`config.mk`:
```
export PLATFORM = sky130hd
export DESIGN_NAME = smts_sched
export DESIGN_NICKNAME = d
export VERILOG_FILES = /design/src/include/smts_pkg.sv /design/src/hw/smts_sched.sv /design/src/hw/smts_tick.sv
export SDC_FILE = /design/constraint.sdc
export NUM_CORES = 2
export LEC_CHECK = 0
export BUFFER_PORTS_ARGS = -buffer_cell sky130_fd_sc_hd__buf_2
export CAP_MARGIN = 20
export CORE_MARGIN = 5
export CORE_UTILIZATION = 40
export CTS_CLUSTER_DIAMETER = 40
export CTS_CLUSTER_SIZE = 10
export DETAILED_ROUTE_END_ITERATION = 8
export GPL_TIMING_DRIVEN = 0
export PLACE_DENSITY = 0.6
export SLEW_MARGIN = 25
export SYNTH_ARGS = -nofsm -noshare
export SYNTH_HDL_FRONTEND = slang
export SYNTH_SLANG_ARGS = --single-unit
export TNS_END_PERCENT = 10
```
`constraint.sdc`:
```
create_clock -name clock -period 12.5 [get_ports clock]
set_input_delay 1.25 -clock clock [delete_from_list [all_inputs] [get_ports clock]]
set_output_delay 1.25 -clock clock [all_outputs]
set_load 0.1 [all_outputs]
```
`src/include/smts_pkg.sv`:
```
// shared constants and types of the serial master transaction scheduler
package smts_pkg;
	// ----------------------------------------------------------------
	// timing
	// ----------------------------------------------------------------
	localparam int CLK_HZ      = 10_000_000;
	localparam int TICK_MS     = 10;
	localparam int TICK_CYCLES = CLK_HZ / 1000 * TICK_MS;
	localparam int NUM_ENTRIES = 8;
	// ----------------------------------------------------------------
	// register offsets
	// ----------------------------------------------------------------
	localparam logic [11:0] REG_CTRL      = 12'h000;
	localparam logic [11:0] REG_STATUS    = 12'h004;
	localparam logic [11:0] REG_IRQ_STAT  = 12'h008;
	localparam logic [11:0] REG_IRQ_MASK  = 12'h00C;
	localparam logic [11:0] REG_SEL       = 12'h010;
	localparam logic [11:0] REG_CFG       = 12'h014;
	localparam logic [11:0] REG_TIMEOUT   = 12'h018;
	localparam logic [11:0] REG_GAP_RECON = 12'h01C;
	localparam logic [11:0] REG_TRIG_ADDR = 12'h020;
	localparam logic [11:0] REG_UPDATE    = 12'h024;
	localparam logic [11:0] REG_OUT_DATA  = 12'h028;
	localparam logic [11:0] REG_IN_DATA   = 12'h02C;
	// ----------------------------------------------------------------
	// field positions
	// ----------------------------------------------------------------
	localparam int CTRL_RUN   = 0;
	localparam int CFG_VALID  = 0;
	localparam int CFG_BCAST  = 1;
	localparam int CFG_TRIG   = 2;
	localparam int CFG_FBPOL  = 3;
	localparam int CFG_SNPOL  = 5;
	localparam int CFG_RETRY  = 8;
	localparam int STAT_IDX   = 0;
	localparam int STAT_DISC  = 8;
	localparam int STAT_BUSY  = 30;
	localparam int STAT_FB    = 31;
	localparam int GAP_POS    = 0;
	localparam int RECON_POS  = 16;
	localparam int IRQ_TMO    = 0;
	localparam int IRQ_DISC   = 1;
	localparam int IRQ_RECON  = 2;
	localparam int IRQ_RESP   = 3;
	localparam int IRQ_BADADR = 4;
	localparam int IRQ_W      = 5;
	// ----------------------------------------------------------------
	// encodings and reset values
	// ----------------------------------------------------------------
	localparam logic [1:0]  FB_CLEAR     = 2'h0;
	localparam logic [1:0]  FB_FREEZE    = 2'h1;
	localparam logic [1:0]  FB_HALT      = 2'h2;
	localparam logic        SN_CLEAR     = 1'h0;
	localparam logic [11:0] TRIG_LO1     = 12'h200;
	localparam logic [11:0] TRIG_HI1     = 12'h3FF;
	localparam logic [11:0] TRIG_LO2     = 12'h400;
	localparam logic [11:0] TRIG_HI2     = 12'hFFF;
	localparam logic [31:0] CFG_RST      = 32'h0000_0300;
	localparam logic [15:0] TIMEOUT_RST  = 16'h0064;
	localparam logic [15:0] GAP_RST      = 16'h0064;
	localparam logic [15:0] RECON_RST    = 16'h03E8;
	localparam logic [15:0] UPDATE_RST   = 16'h0064;
	localparam logic [11:0] TRIG_ADR_RST = 12'h5FF;

	typedef enum {ST_IDLE, ST_PICK, ST_TRIG_RD, ST_TRIG_CHK, ST_SEND, ST_TX_WAIT,
		ST_RESP_WAIT, ST_GAP} smts_state_type;
endpackage : smts_pkg

```
`src/hw/smts_sched.sv`:
```
// master-mode transaction scheduler with apb registers
//
// The implementer's own choices: the APB interface to the registers and the register addresses.
`timescale 1ns/10ps
`default_nettype none
module smts_sched
	import smts_pkg::*;
#(
	parameter int N          = NUM_ENTRIES,
	parameter int TICK_COUNT = TICK_CYCLES
) (
	input  wire logic        clock,
	input  wire logic        rst_n,
	input  wire logic [11:0] paddr,
	input  wire logic        psel,
	input  wire logic        penable,
	input  wire logic        pwrite,
	input  wire logic [31:0] pwdata,
	output logic [31:0]      prdata,
	output logic             pready,
	output logic             pslverr,
	output logic             irq,
	input  wire logic        fb_online,
	output logic             tx_req,
	output logic [7:0]       tx_entry,
	output logic             tx_bcast,
	output logic [31:0]      tx_data,
	input  wire logic        tx_done,
	input  wire logic        rx_valid,
	input  wire logic [31:0] rx_data,
	output logic [11:0]      mem_addr,
	input  wire logic [7:0]  mem_rdata
);
	localparam int IW = $clog2(N);

	// ----------------------------------------------------------------
	// storage
	// ----------------------------------------------------------------
	logic                ctrl_reg;
	logic [IW-1:0]       sel_reg;
	logic [IRQ_W-1:0]    irq_stat_reg;
	logic [IRQ_W-1:0]    irq_mask_reg;
	logic [IRQ_W-1:0]    ev_reg;
	logic [31:0]         cfg_reg       [N];
	logic [15:0]         timeout_reg   [N];
	logic [15:0]         gap_reg       [N];
	logic [15:0]         recon_reg     [N];
	logic [11:0]         trig_addr_reg [N];
	logic [15:0]         update_reg    [N];
	logic [31:0]         out_reg       [N];
	logic [31:0]         frozen_reg    [N];
	logic [31:0]         in_reg        [N];
	logic [7:0]          last_trig_reg [N];
	logic [3:0]          to_cnt_reg    [N];
	logic [15:0]         upd_cnt_reg   [N];
	logic [15:0]         recon_cnt_reg [N];
	logic [N-1:0]        disc_reg;
	logic [N-1:0]        svc_pulse_reg;
	logic [N-1:0]        disc_pulse_reg;
	smts_state_type      state_reg;
	logic [IW-1:0]       idx_reg;
	logic [15:0]         timer_reg;
	logic                tick;
	logic                wr_en;
	logic                rd_setup;
	logic                mapped;
	logic                trig_ok;
	logic [31:0]         rdata_next;
	logic [31:0]         cur_cfg;
	logic                cur_bcast;
	logic [1:0]          cur_fbpol;
	logic                halted;
	logic                give_up;
	logic [IW-1:0]       idx_next;

	smts_tick #(.CYCLES(TICK_COUNT)) u_tick (
		.clock (clock),
		.rst_n (rst_n),
		.tick  (tick)
	);

	// ----------------------------------------------------------------
	// apb slave
	// ----------------------------------------------------------------
	assign wr_en    = psel && penable && pwrite && mapped;
	assign rd_setup = psel && !penable;
	assign pready   = psel && penable;
	assign mapped   = (paddr[1:0] == 2'h0) && (paddr <= REG_IN_DATA);
	assign trig_ok  = ((pwdata[11:0] >= TRIG_LO1) && (pwdata[11:0] <= TRIG_HI1))
		|| ((pwdata[11:0] >= TRIG_LO2) && (pwdata[11:0] <= TRIG_HI2));

	always_comb begin
		rdata_next = 32'h0;
		case (paddr)
			REG_CTRL:      rdata_next[CTRL_RUN] = ctrl_reg;
			REG_STATUS: begin
				rdata_next[STAT_IDX +: IW]  = idx_reg;
				rdata_next[STAT_DISC +: N]  = disc_reg;
				rdata_next[STAT_BUSY]       = (state_reg != ST_IDLE);
				rdata_next[STAT_FB]         = fb_online;
			end
			REG_IRQ_STAT:  rdata_next[IRQ_W-1:0] = irq_stat_reg;
			REG_IRQ_MASK:  rdata_next[IRQ_W-1:0] = irq_mask_reg;
			REG_SEL:       rdata_next[IW-1:0] = sel_reg;
			REG_CFG:       rdata_next = cfg_reg[sel_reg];
			REG_TIMEOUT:   rdata_next[15:0] = timeout_reg[sel_reg];
			REG_GAP_RECON: rdata_next = {recon_reg[sel_reg], gap_reg[sel_reg]};
			REG_TRIG_ADDR: rdata_next[11:0] = trig_addr_reg[sel_reg];
			REG_UPDATE:    rdata_next[15:0] = update_reg[sel_reg];
			REG_OUT_DATA:  rdata_next = out_reg[sel_reg];
			REG_IN_DATA:   rdata_next = in_reg[sel_reg];
			default:       rdata_next = 32'h0;
		endcase
	end

	always_ff @(posedge clock) begin
		if (!rst_n) begin
			prdata  <= 32'h0;
			pslverr <= 1'b0;
		end else if (rd_setup) begin
			prdata  <= pwrite ? 32'h0 : rdata_next;
			pslverr <= !mapped;
		end
	end

	always_ff @(posedge clock) begin
		if (!rst_n) begin
			ctrl_reg     <= 1'b0;
			sel_reg      <= '0;
			irq_mask_reg <= '0;
		end else if (wr_en) begin
			if (paddr == REG_CTRL)
				ctrl_reg <= pwdata[CTRL_RUN];
			if (paddr == REG_SEL)
				sel_reg <= pwdata[IW-1:0];
			if (paddr == REG_IRQ_MASK)
				irq_mask_reg <= pwdata[IRQ_W-1:0];
		end
	end

	// per-entry settings written by software
	always_ff @(posedge clock) begin
		if (!rst_n) begin
			for (int i = 0; i < N; i++) begin
				cfg_reg[i]       <= CFG_RST;
				timeout_reg[i]   <= TIMEOUT_RST;
				gap_reg[i]       <= GAP_RST;
				recon_reg[i]     <= RECON_RST;
				trig_addr_reg[i] <= TRIG_ADR_RST;
				update_reg[i]    <= UPDATE_RST;
				out_reg[i]       <= 32'h0;
			end
		end else if (wr_en) begin
			case (paddr)
				REG_CFG:       cfg_reg[sel_reg] <= pwdata;
				REG_TIMEOUT:   timeout_reg[sel_reg] <= pwdata[15:0];
				REG_GAP_RECON: begin
					gap_reg[sel_reg]   <= pwdata[GAP_POS +: 16];
					recon_reg[sel_reg] <= pwdata[RECON_POS +: 16];
				end
				REG_TRIG_ADDR: if (trig_ok) begin
					trig_addr_reg[sel_reg] <= pwdata[11:0];
				end
				REG_UPDATE:    update_reg[sel_reg] <= pwdata[15:0];
				REG_OUT_DATA:  out_reg[sel_reg] <= pwdata;
				default:       ;
			endcase
		end
	end

	// ----------------------------------------------------------------
	// interrupts
	// ----------------------------------------------------------------
	always_ff @(posedge clock) begin
		if (!rst_n)
			irq_stat_reg <= '0;
		else
			irq_stat_reg <= (irq_stat_reg
				& ~((wr_en && paddr == REG_IRQ_STAT) ? pwdata[IRQ_W-1:0] : '0))
				| ev_reg;
	end

	always_ff @(posedge clock) begin
		if (!rst_n)
			irq <= 1'b0;
		else
			irq <= |(irq_stat_reg & irq_mask_reg);
	end

	// ----------------------------------------------------------------
	// per-entry timers and frozen copies
	// ----------------------------------------------------------------
	for (genvar g = 0; g < N; g++) begin : g_entry
		always_ff @(posedge clock) begin
			if (!rst_n)
				upd_cnt_reg[g] <= 16'h0;
			else if (svc_pulse_reg[g])
				upd_cnt_reg[g] <= update_reg[g];
			else if (tick && upd_cnt_reg[g] != 16'h0)
				upd_cnt_reg[g] <= upd_cnt_reg[g] - 16'h1;
		end

		always_ff @(posedge clock) begin
			if (!rst_n)
				recon_cnt_reg[g] <= 16'h0;
			else if (disc_pulse_reg[g])
				recon_cnt_reg[g] <= recon_reg[g];
			else if (tick && recon_cnt_reg[g] != 16'h0)
				recon_cnt_reg[g] <= recon_cnt_reg[g] - 16'h1;
		end

		always_ff @(posedge clock) begin
			if (!rst_n)
				frozen_reg[g] <= 32'h0;
			else if (fb_online)
				frozen_reg[g] <= out_reg[g];
		end
	end

	// ----------------------------------------------------------------
	// scheduler
	// ----------------------------------------------------------------
	assign cur_cfg   = cfg_reg[idx_reg];
	assign cur_bcast = cur_cfg[CFG_BCAST];
	assign cur_fbpol = cur_cfg[CFG_FBPOL +: 2];
	assign halted    = !fb_online && (cur_fbpol == FB_HALT);
	assign give_up   = ({1'b0, to_cnt_reg[idx_reg]} + 5'h1) >= {1'b0, cur_cfg[CFG_RETRY +: 4]};
	assign idx_next  = (idx_reg == IW'(N - 1)) ? '0 : idx_reg + IW'(1);

	always_ff @(posedge clock) begin
		if (!rst_n) begin
			state_reg      <= ST_IDLE;
			idx_reg        <= '0;
			timer_reg      <= 16'h0;
			tx_req         <= 1'b0;
			tx_entry       <= 8'h0;
			tx_bcast       <= 1'b0;
			tx_data        <= 32'h0;
			mem_addr       <= 12'h0;
			disc_reg       <= '0;
			svc_pulse_reg  <= '0;
			disc_pulse_reg <= '0;
			ev_reg         <= '0;
			for (int i = 0; i < N; i++) begin
				in_reg[i]        <= 32'h0;
				last_trig_reg[i] <= 8'h0;
				to_cnt_reg[i]    <= 4'h0;
			end
		end else begin
			tx_req         <= 1'b0;
			svc_pulse_reg  <= '0;
			disc_pulse_reg <= '0;
			ev_reg         <= '0;
			case (state_reg)
				ST_IDLE: if (ctrl_reg) begin
					state_reg <= ST_PICK;
				end
				ST_PICK: begin
					if (!ctrl_reg) begin
						state_reg <= ST_IDLE;
					end else if (!cur_cfg[CFG_VALID] || upd_cnt_reg[idx_reg] != 16'h0
						|| halted) begin
						idx_reg <= idx_next;
					end else if (!cur_bcast && disc_reg[idx_reg]
						&& recon_cnt_reg[idx_reg] != 16'h0) begin
						idx_reg <= idx_next;
					end else if (cur_cfg[CFG_TRIG]) begin
						mem_addr  <= trig_addr_reg[idx_reg];
						state_reg <= ST_TRIG_RD;
					end else begin
						state_reg <= ST_SEND;
					end
				end
				ST_TRIG_RD: state_reg <= ST_TRIG_CHK;
				ST_TRIG_CHK: begin
					svc_pulse_reg[idx_reg] <= 1'b1;
					if (mem_rdata != last_trig_reg[idx_reg]) begin
						last_trig_reg[idx_reg] <= mem_rdata;
						state_reg              <= ST_SEND;
					end else begin
						idx_reg   <= idx_next;
						state_reg <= ST_PICK;
					end
				end
				ST_SEND: begin
					if (halted) begin
						idx_reg   <= idx_next;
						state_reg <= ST_PICK;
					end else begin
						tx_req                 <= 1'b1;
						tx_entry               <= 8'(idx_reg);
						tx_bcast               <= cur_bcast;
						svc_pulse_reg[idx_reg] <= 1'b1;
						if (fb_online)
							tx_data <= out_reg[idx_reg];
						else if (cur_fbpol == FB_CLEAR)
							tx_data <= 32'h0;
						else
							tx_data <= frozen_reg[idx_reg];
						if (disc_reg[idx_reg]) begin
							disc_reg[idx_reg] <= 1'b0;
							ev_reg[IRQ_RECON] <= 1'b1;
						end
						state_reg <= ST_TX_WAIT;
					end
				end
				ST_TX_WAIT: if (tx_done) begin
					if (cur_bcast) begin
						timer_reg <= gap_reg[idx_reg];
						state_reg <= ST_GAP;
					end else begin
						timer_reg <= timeout_reg[idx_reg];
						state_reg <= ST_RESP_WAIT;
					end
				end
				ST_RESP_WAIT: begin
					if (rx_valid) begin
						in_reg[idx_reg]     <= rx_data;
						to_cnt_reg[idx_reg] <= 4'h0;
						ev_reg[IRQ_RESP]    <= 1'b1;
						idx_reg             <= idx_next;
						state_reg           <= ST_PICK;
					end else if (timer_reg == 16'h0) begin
						ev_reg[IRQ_TMO] <= 1'b1;
						if (give_up) begin
							to_cnt_reg[idx_reg]     <= 4'h0;
							disc_reg[idx_reg]       <= 1'b1;
							disc_pulse_reg[idx_reg] <= 1'b1;
							ev_reg[IRQ_DISC]        <= 1'b1;
							if (cur_cfg[CFG_SNPOL] == SN_CLEAR)
								in_reg[idx_reg] <= 32'h0;
							idx_reg   <= idx_next;
							state_reg <= ST_PICK;
						end else begin
							to_cnt_reg[idx_reg] <= to_cnt_reg[idx_reg] + 4'h1;
							state_reg           <= ST_SEND;
						end
					end else if (tick) begin
						timer_reg <= timer_reg - 16'h1;
					end
				end
				ST_GAP: begin
					if (timer_reg == 16'h0) begin
						idx_reg   <= idx_next;
						state_reg <= ST_PICK;
					end else if (tick) begin
						timer_reg <= timer_reg - 16'h1;
					end
				end
				default: state_reg <= ST_IDLE;
			endcase
		end
	end
endmodule : smts_sched
`default_nettype wire

```
`src/hw/smts_tick.sv`:
```
// prescaler producing the 10 ms scheduling tick
`timescale 1ns/10ps
`default_nettype none
module smts_tick #(
	parameter int CYCLES = 100000
) (
	input  wire logic clock,
	input  wire logic rst_n,
	output logic      tick
);
	logic [31:0] cnt_reg;

	always_ff @(posedge clock) begin
		if (!rst_n) begin
			cnt_reg <= 32'h0;
			tick    <= 1'b0;
		end else if (cnt_reg == 32'(CYCLES - 1)) begin
			cnt_reg <= 32'h0;
			tick    <= 1'b1;
		end else begin
			cnt_reg <= cnt_reg + 32'h1;
			tick    <= 1'b0;
		end
	end
endmodule : smts_tick
`default_nettype wire

```
==> reports/qor.txt <==
root buf cell -> clkbuf_16
area occupied by multi-input gates -> 40100 um2
Slowest-stage cell, CP -> mux2i_1
initial core utilization -> 0.401
top-area cell type share of the netlist area -> 0.563
Max FO, Critical Path -> 17
number of routed nets with antenna violations -> 0
initial antenna violation count -> 75
max cap viols -> 0
register area -> 63300 um2
post-DR wirelength/cell -> 37.2 um
fin crit period -> 9810 ps
ratio of cells with drive above 1 in the final layout -> 0.219
chip width -> 525 um
row count -> 189
worst r2r dst -> in_reg[0][6]$_SDFFCE_PN0P_
final setup fails -> 0
Overflow after GRT -> 0
Final #Nets -> 8616
Synth Area in Adders -> 0.00484
CTS max path bufs -> 4
synth-to-layout area growth -> 20.1%
clock slew at reported path FFs -> 50 ps
Slew @ Worst Pin -> 1290 ps
most used cell, CP -> clkbuf_2
Peak VDD IR -> 0.144 mV
Mapped Area -> 106000 um2
main combinational cell family by area after synthesis -> multiplexers
max incr delay on CP -> 1020 ps
Post-synth EDFFs -> 1984
Starting DRT DRC Count -> 12600
Synth Area in Compound Gates -> 0.0472
Largest delay share family, worst path -> buffers and inverters
hold_sp -> ev_reg[1]$_SDFF_PP0_
vias post-DR -> 78700
mux share of post-synthesis cell area -> 0.153
cell area after layout -> 127000 um2
async set-reset flop share out of synthesis -> 0
CTS resizes -> 0
Hold Buf Count CTS -> 0
Seq cells post-synth -> 2170
Critical Path Sink Type -> flop
Fmax achieved -> 102 MHz
Synth Area in XOR/XNOR -> 0.0192
Bufs and invs on worst path -> 8
WP data required -> 13190 ps
Die Height -> 525 um
vias in the first global route -> 75400
RSZ-0062 raised after global routing -> false
number of clock sinks -> 2170
post-synth cell types -> 77
I/O Buffers -> 166
R2R Setup Slk -> 2690 ps
Final Wtd Congestion -> 1.03
commonest cells after routing, fill and taps aside -> edfxtp_1 (1984), and2_1 (855), mux4_2 (570)
Worst Hold Endpoint -> irq_stat_reg[1]$_SDFF_PN0_
largest net degree at the start of global routing -> 57
post-synthesis sequential area ratio -> 0.598
DP Wirelength -> 339000 um
Total GRT Usage -> 0.323
drt pass-1 iters -> 7
global-route wire length before repair -> 618000 um
critical-path cell list -> buf_1, buf_1, buf_2, clkbuf_2, clkbuf_2, clkbuf_2, mux2i_1, ha_1, a21o_1, a21o_1, a221oi_2, nand3b_1, nand2_1, nand2_1, buf_2, nand2_2, buf_16
crit path DAT -> 10500 ps
Via density -> 6.35
Post-synth top flop -> edfxtp_1
fin worst setup slack -> 2690 ps
cell count of the worst hold path -> 2
number of H-tree levels -> 5
routed wire length -> 460000 um
setup bufs post-CTS -> 0
die area -> 275000 um2
Min-Delay Path Class -> flop to flop
Synth area leader -> edfxtp_1
worst r2r path cells -> 17
Clock Skews -> 111 ps
CTS Buf Count -> 369
core area -> 264000 um2
Pwr Density -> 154 nW/um2
IO Pins -> 181
simple-gate portion of the synthesized area -> 0.150
CP Class -> flop to flop
final count of hold timing violations -> 0
Gate Count Post-Synth -> 7826
outcome -> finished, final reports clean
Synth Warn # -> 0
post-route DRC violation count -> 0
fin crit share -> 0.785
Final Max Tran Viols -> 0
pre-CTS worst setup slack -> 3330 ps
CTS tree -> done
max_slew headroom -> 0.135
Leak -> 0.0446 uW
number of fill cells -> 23300
clk_lat worst skew -> 1000 ps
commonest non-fill, non-tap cell in the layout -> edfxtp_1
placed cell area -> 114000 um2
CP startpoint kind -> flop
top cells by area, synth -> edfxtp_1 (56%), mux4_2 (12%), and2_1 (5.1%), dfxtp_1 (3.5%), mux2i_1 (2.2%)
Post-Syn Area per Cell -> 13.5 um2
==> layout make-up <==
| class | instances | share of cell area |
|---|---|---|
| multi-input combinational | 4914 | 0.315 |
| antenna | 58 | 0.00114 |
| tap | 3533 | 0.0347 |
| clock buffer | 436 | 0.0766 |
| inverter | 58 | 0.00171 |
| buffer | 688 | 0.0227 |
| timing repair buffer | 282 | 0.0270 |
| sequential | 2170 | 0.498 |
| clock inverter | 247 | 0.0231 |
==> worst max path at each step <==
stage / startpoint / endpoint / slack, ps / cells after the start
after global placement: rst_n / frozen_reg[2][28]$_SDFFCE_PN0P_ / -1770 / 5
after detailed placement: flop / in_reg[0][7]$_SDFFCE_PN0P_ / 3330 / 17
after global routing: flop / in_reg[0][0]$_SDFFCE_PN0P_ / 3020 / 17
after floorplan: fb_online / frozen_reg[0][0]$_SDFFCE_PN0P_ / 3900 / 3
after CTS: flop / in_reg[0][7]$_SDFFCE_PN0P_ / 3300 / 17
final: flop / in_reg[0][6]$_SDFFCE_PN0P_ / 2690 / 17
==> worst min-delay path, cell delays in order, from the launching register on <==
cell and delay, ps:
dfxtp_1 300, a21oi_1 40, nor2b_1 90
==> logic make-up after synthesis <==
logic type               Yosys count
buffers and inverters            746
adder cells (fa/ha/maj)           41
flip-flops                      2170
AO/OA/AOI/OAI                    771
other                              1
multiplexers                     897
AND/OR/NAND/NOR                 2968
XOR/XNOR                         232
==> metrics by stage <==
step | power (uW) | utilization | hold slack [ps] | instances | setup TNS [ps]
2_1_floorplan | 8810 | - | 424 | 7830 | 0
3_3_place_gp | 9240 | 0.420 | 436 | 11500 | -450010
3_5_place_dp | 9310 | 0.433 | 449 | 11600 | 0
4_1_cts | 19500 | 0.480 | 458 | 12300 | 0
5_1_grt | 20000 | 0.481 | 483 | 12300 | 0
6_report | 19600 | 0.481 | 462 | 12400 | 0
==> Yosys cell counts (11+ instances only) <==
master       n
a21oi_1     52
buf_2       97
or3_1      147
buf_1       26
nor3_1     152
nand3b_1    29
and3_1     339
a22o_1      15
nand3_1     47
nand4_1     33
a211oi_1    18
a21boi_0    26
o22ai_1     82
or2_2       96
a22oi_1     41
mux2i_1    238
and2_1     855
xnor2_1    159
nor4_1      70
a221o_1     33
edfxtp_1  1984
o211a_1     44
o31ai_1     16
nand2b_1    26
ha_1        41
xor2_1      73
clkbuf_1   552
or4_1       31
dfxtp_1    186
a21o_1      21
buf_4       11
inv_1       58
a221oi_1    13
nor2_1     547
mux2_2      89
nor2b_1     48
mux4_2     570
nand2_1    511
o21ai_0    340
==> power by group <==
| group | switching (uW) | leakage (uW) | internal, uW | total [uW] |
|---|---|---|---|---|
| sequential | 140 | 0.0216 | 8160 | 8300 |
| combinational | 624 | 0.0169 | 285 | 910 |
| clock | 3920 | 0.00610 | 6460 | 10400 |
==> metal layers <==
| metal | GRT usage | wire length (um) |
|---|---|---|
| met1 | 0.403 | 161000 |
| met3 | 0.117 | 64200 |
| met2 | 0.464 | 194000 |
| met5 | 0.00121 | 197 |
| met4 | 0.230 | 40300 |
Note: power is estimated with default switching activity, not from simulation.
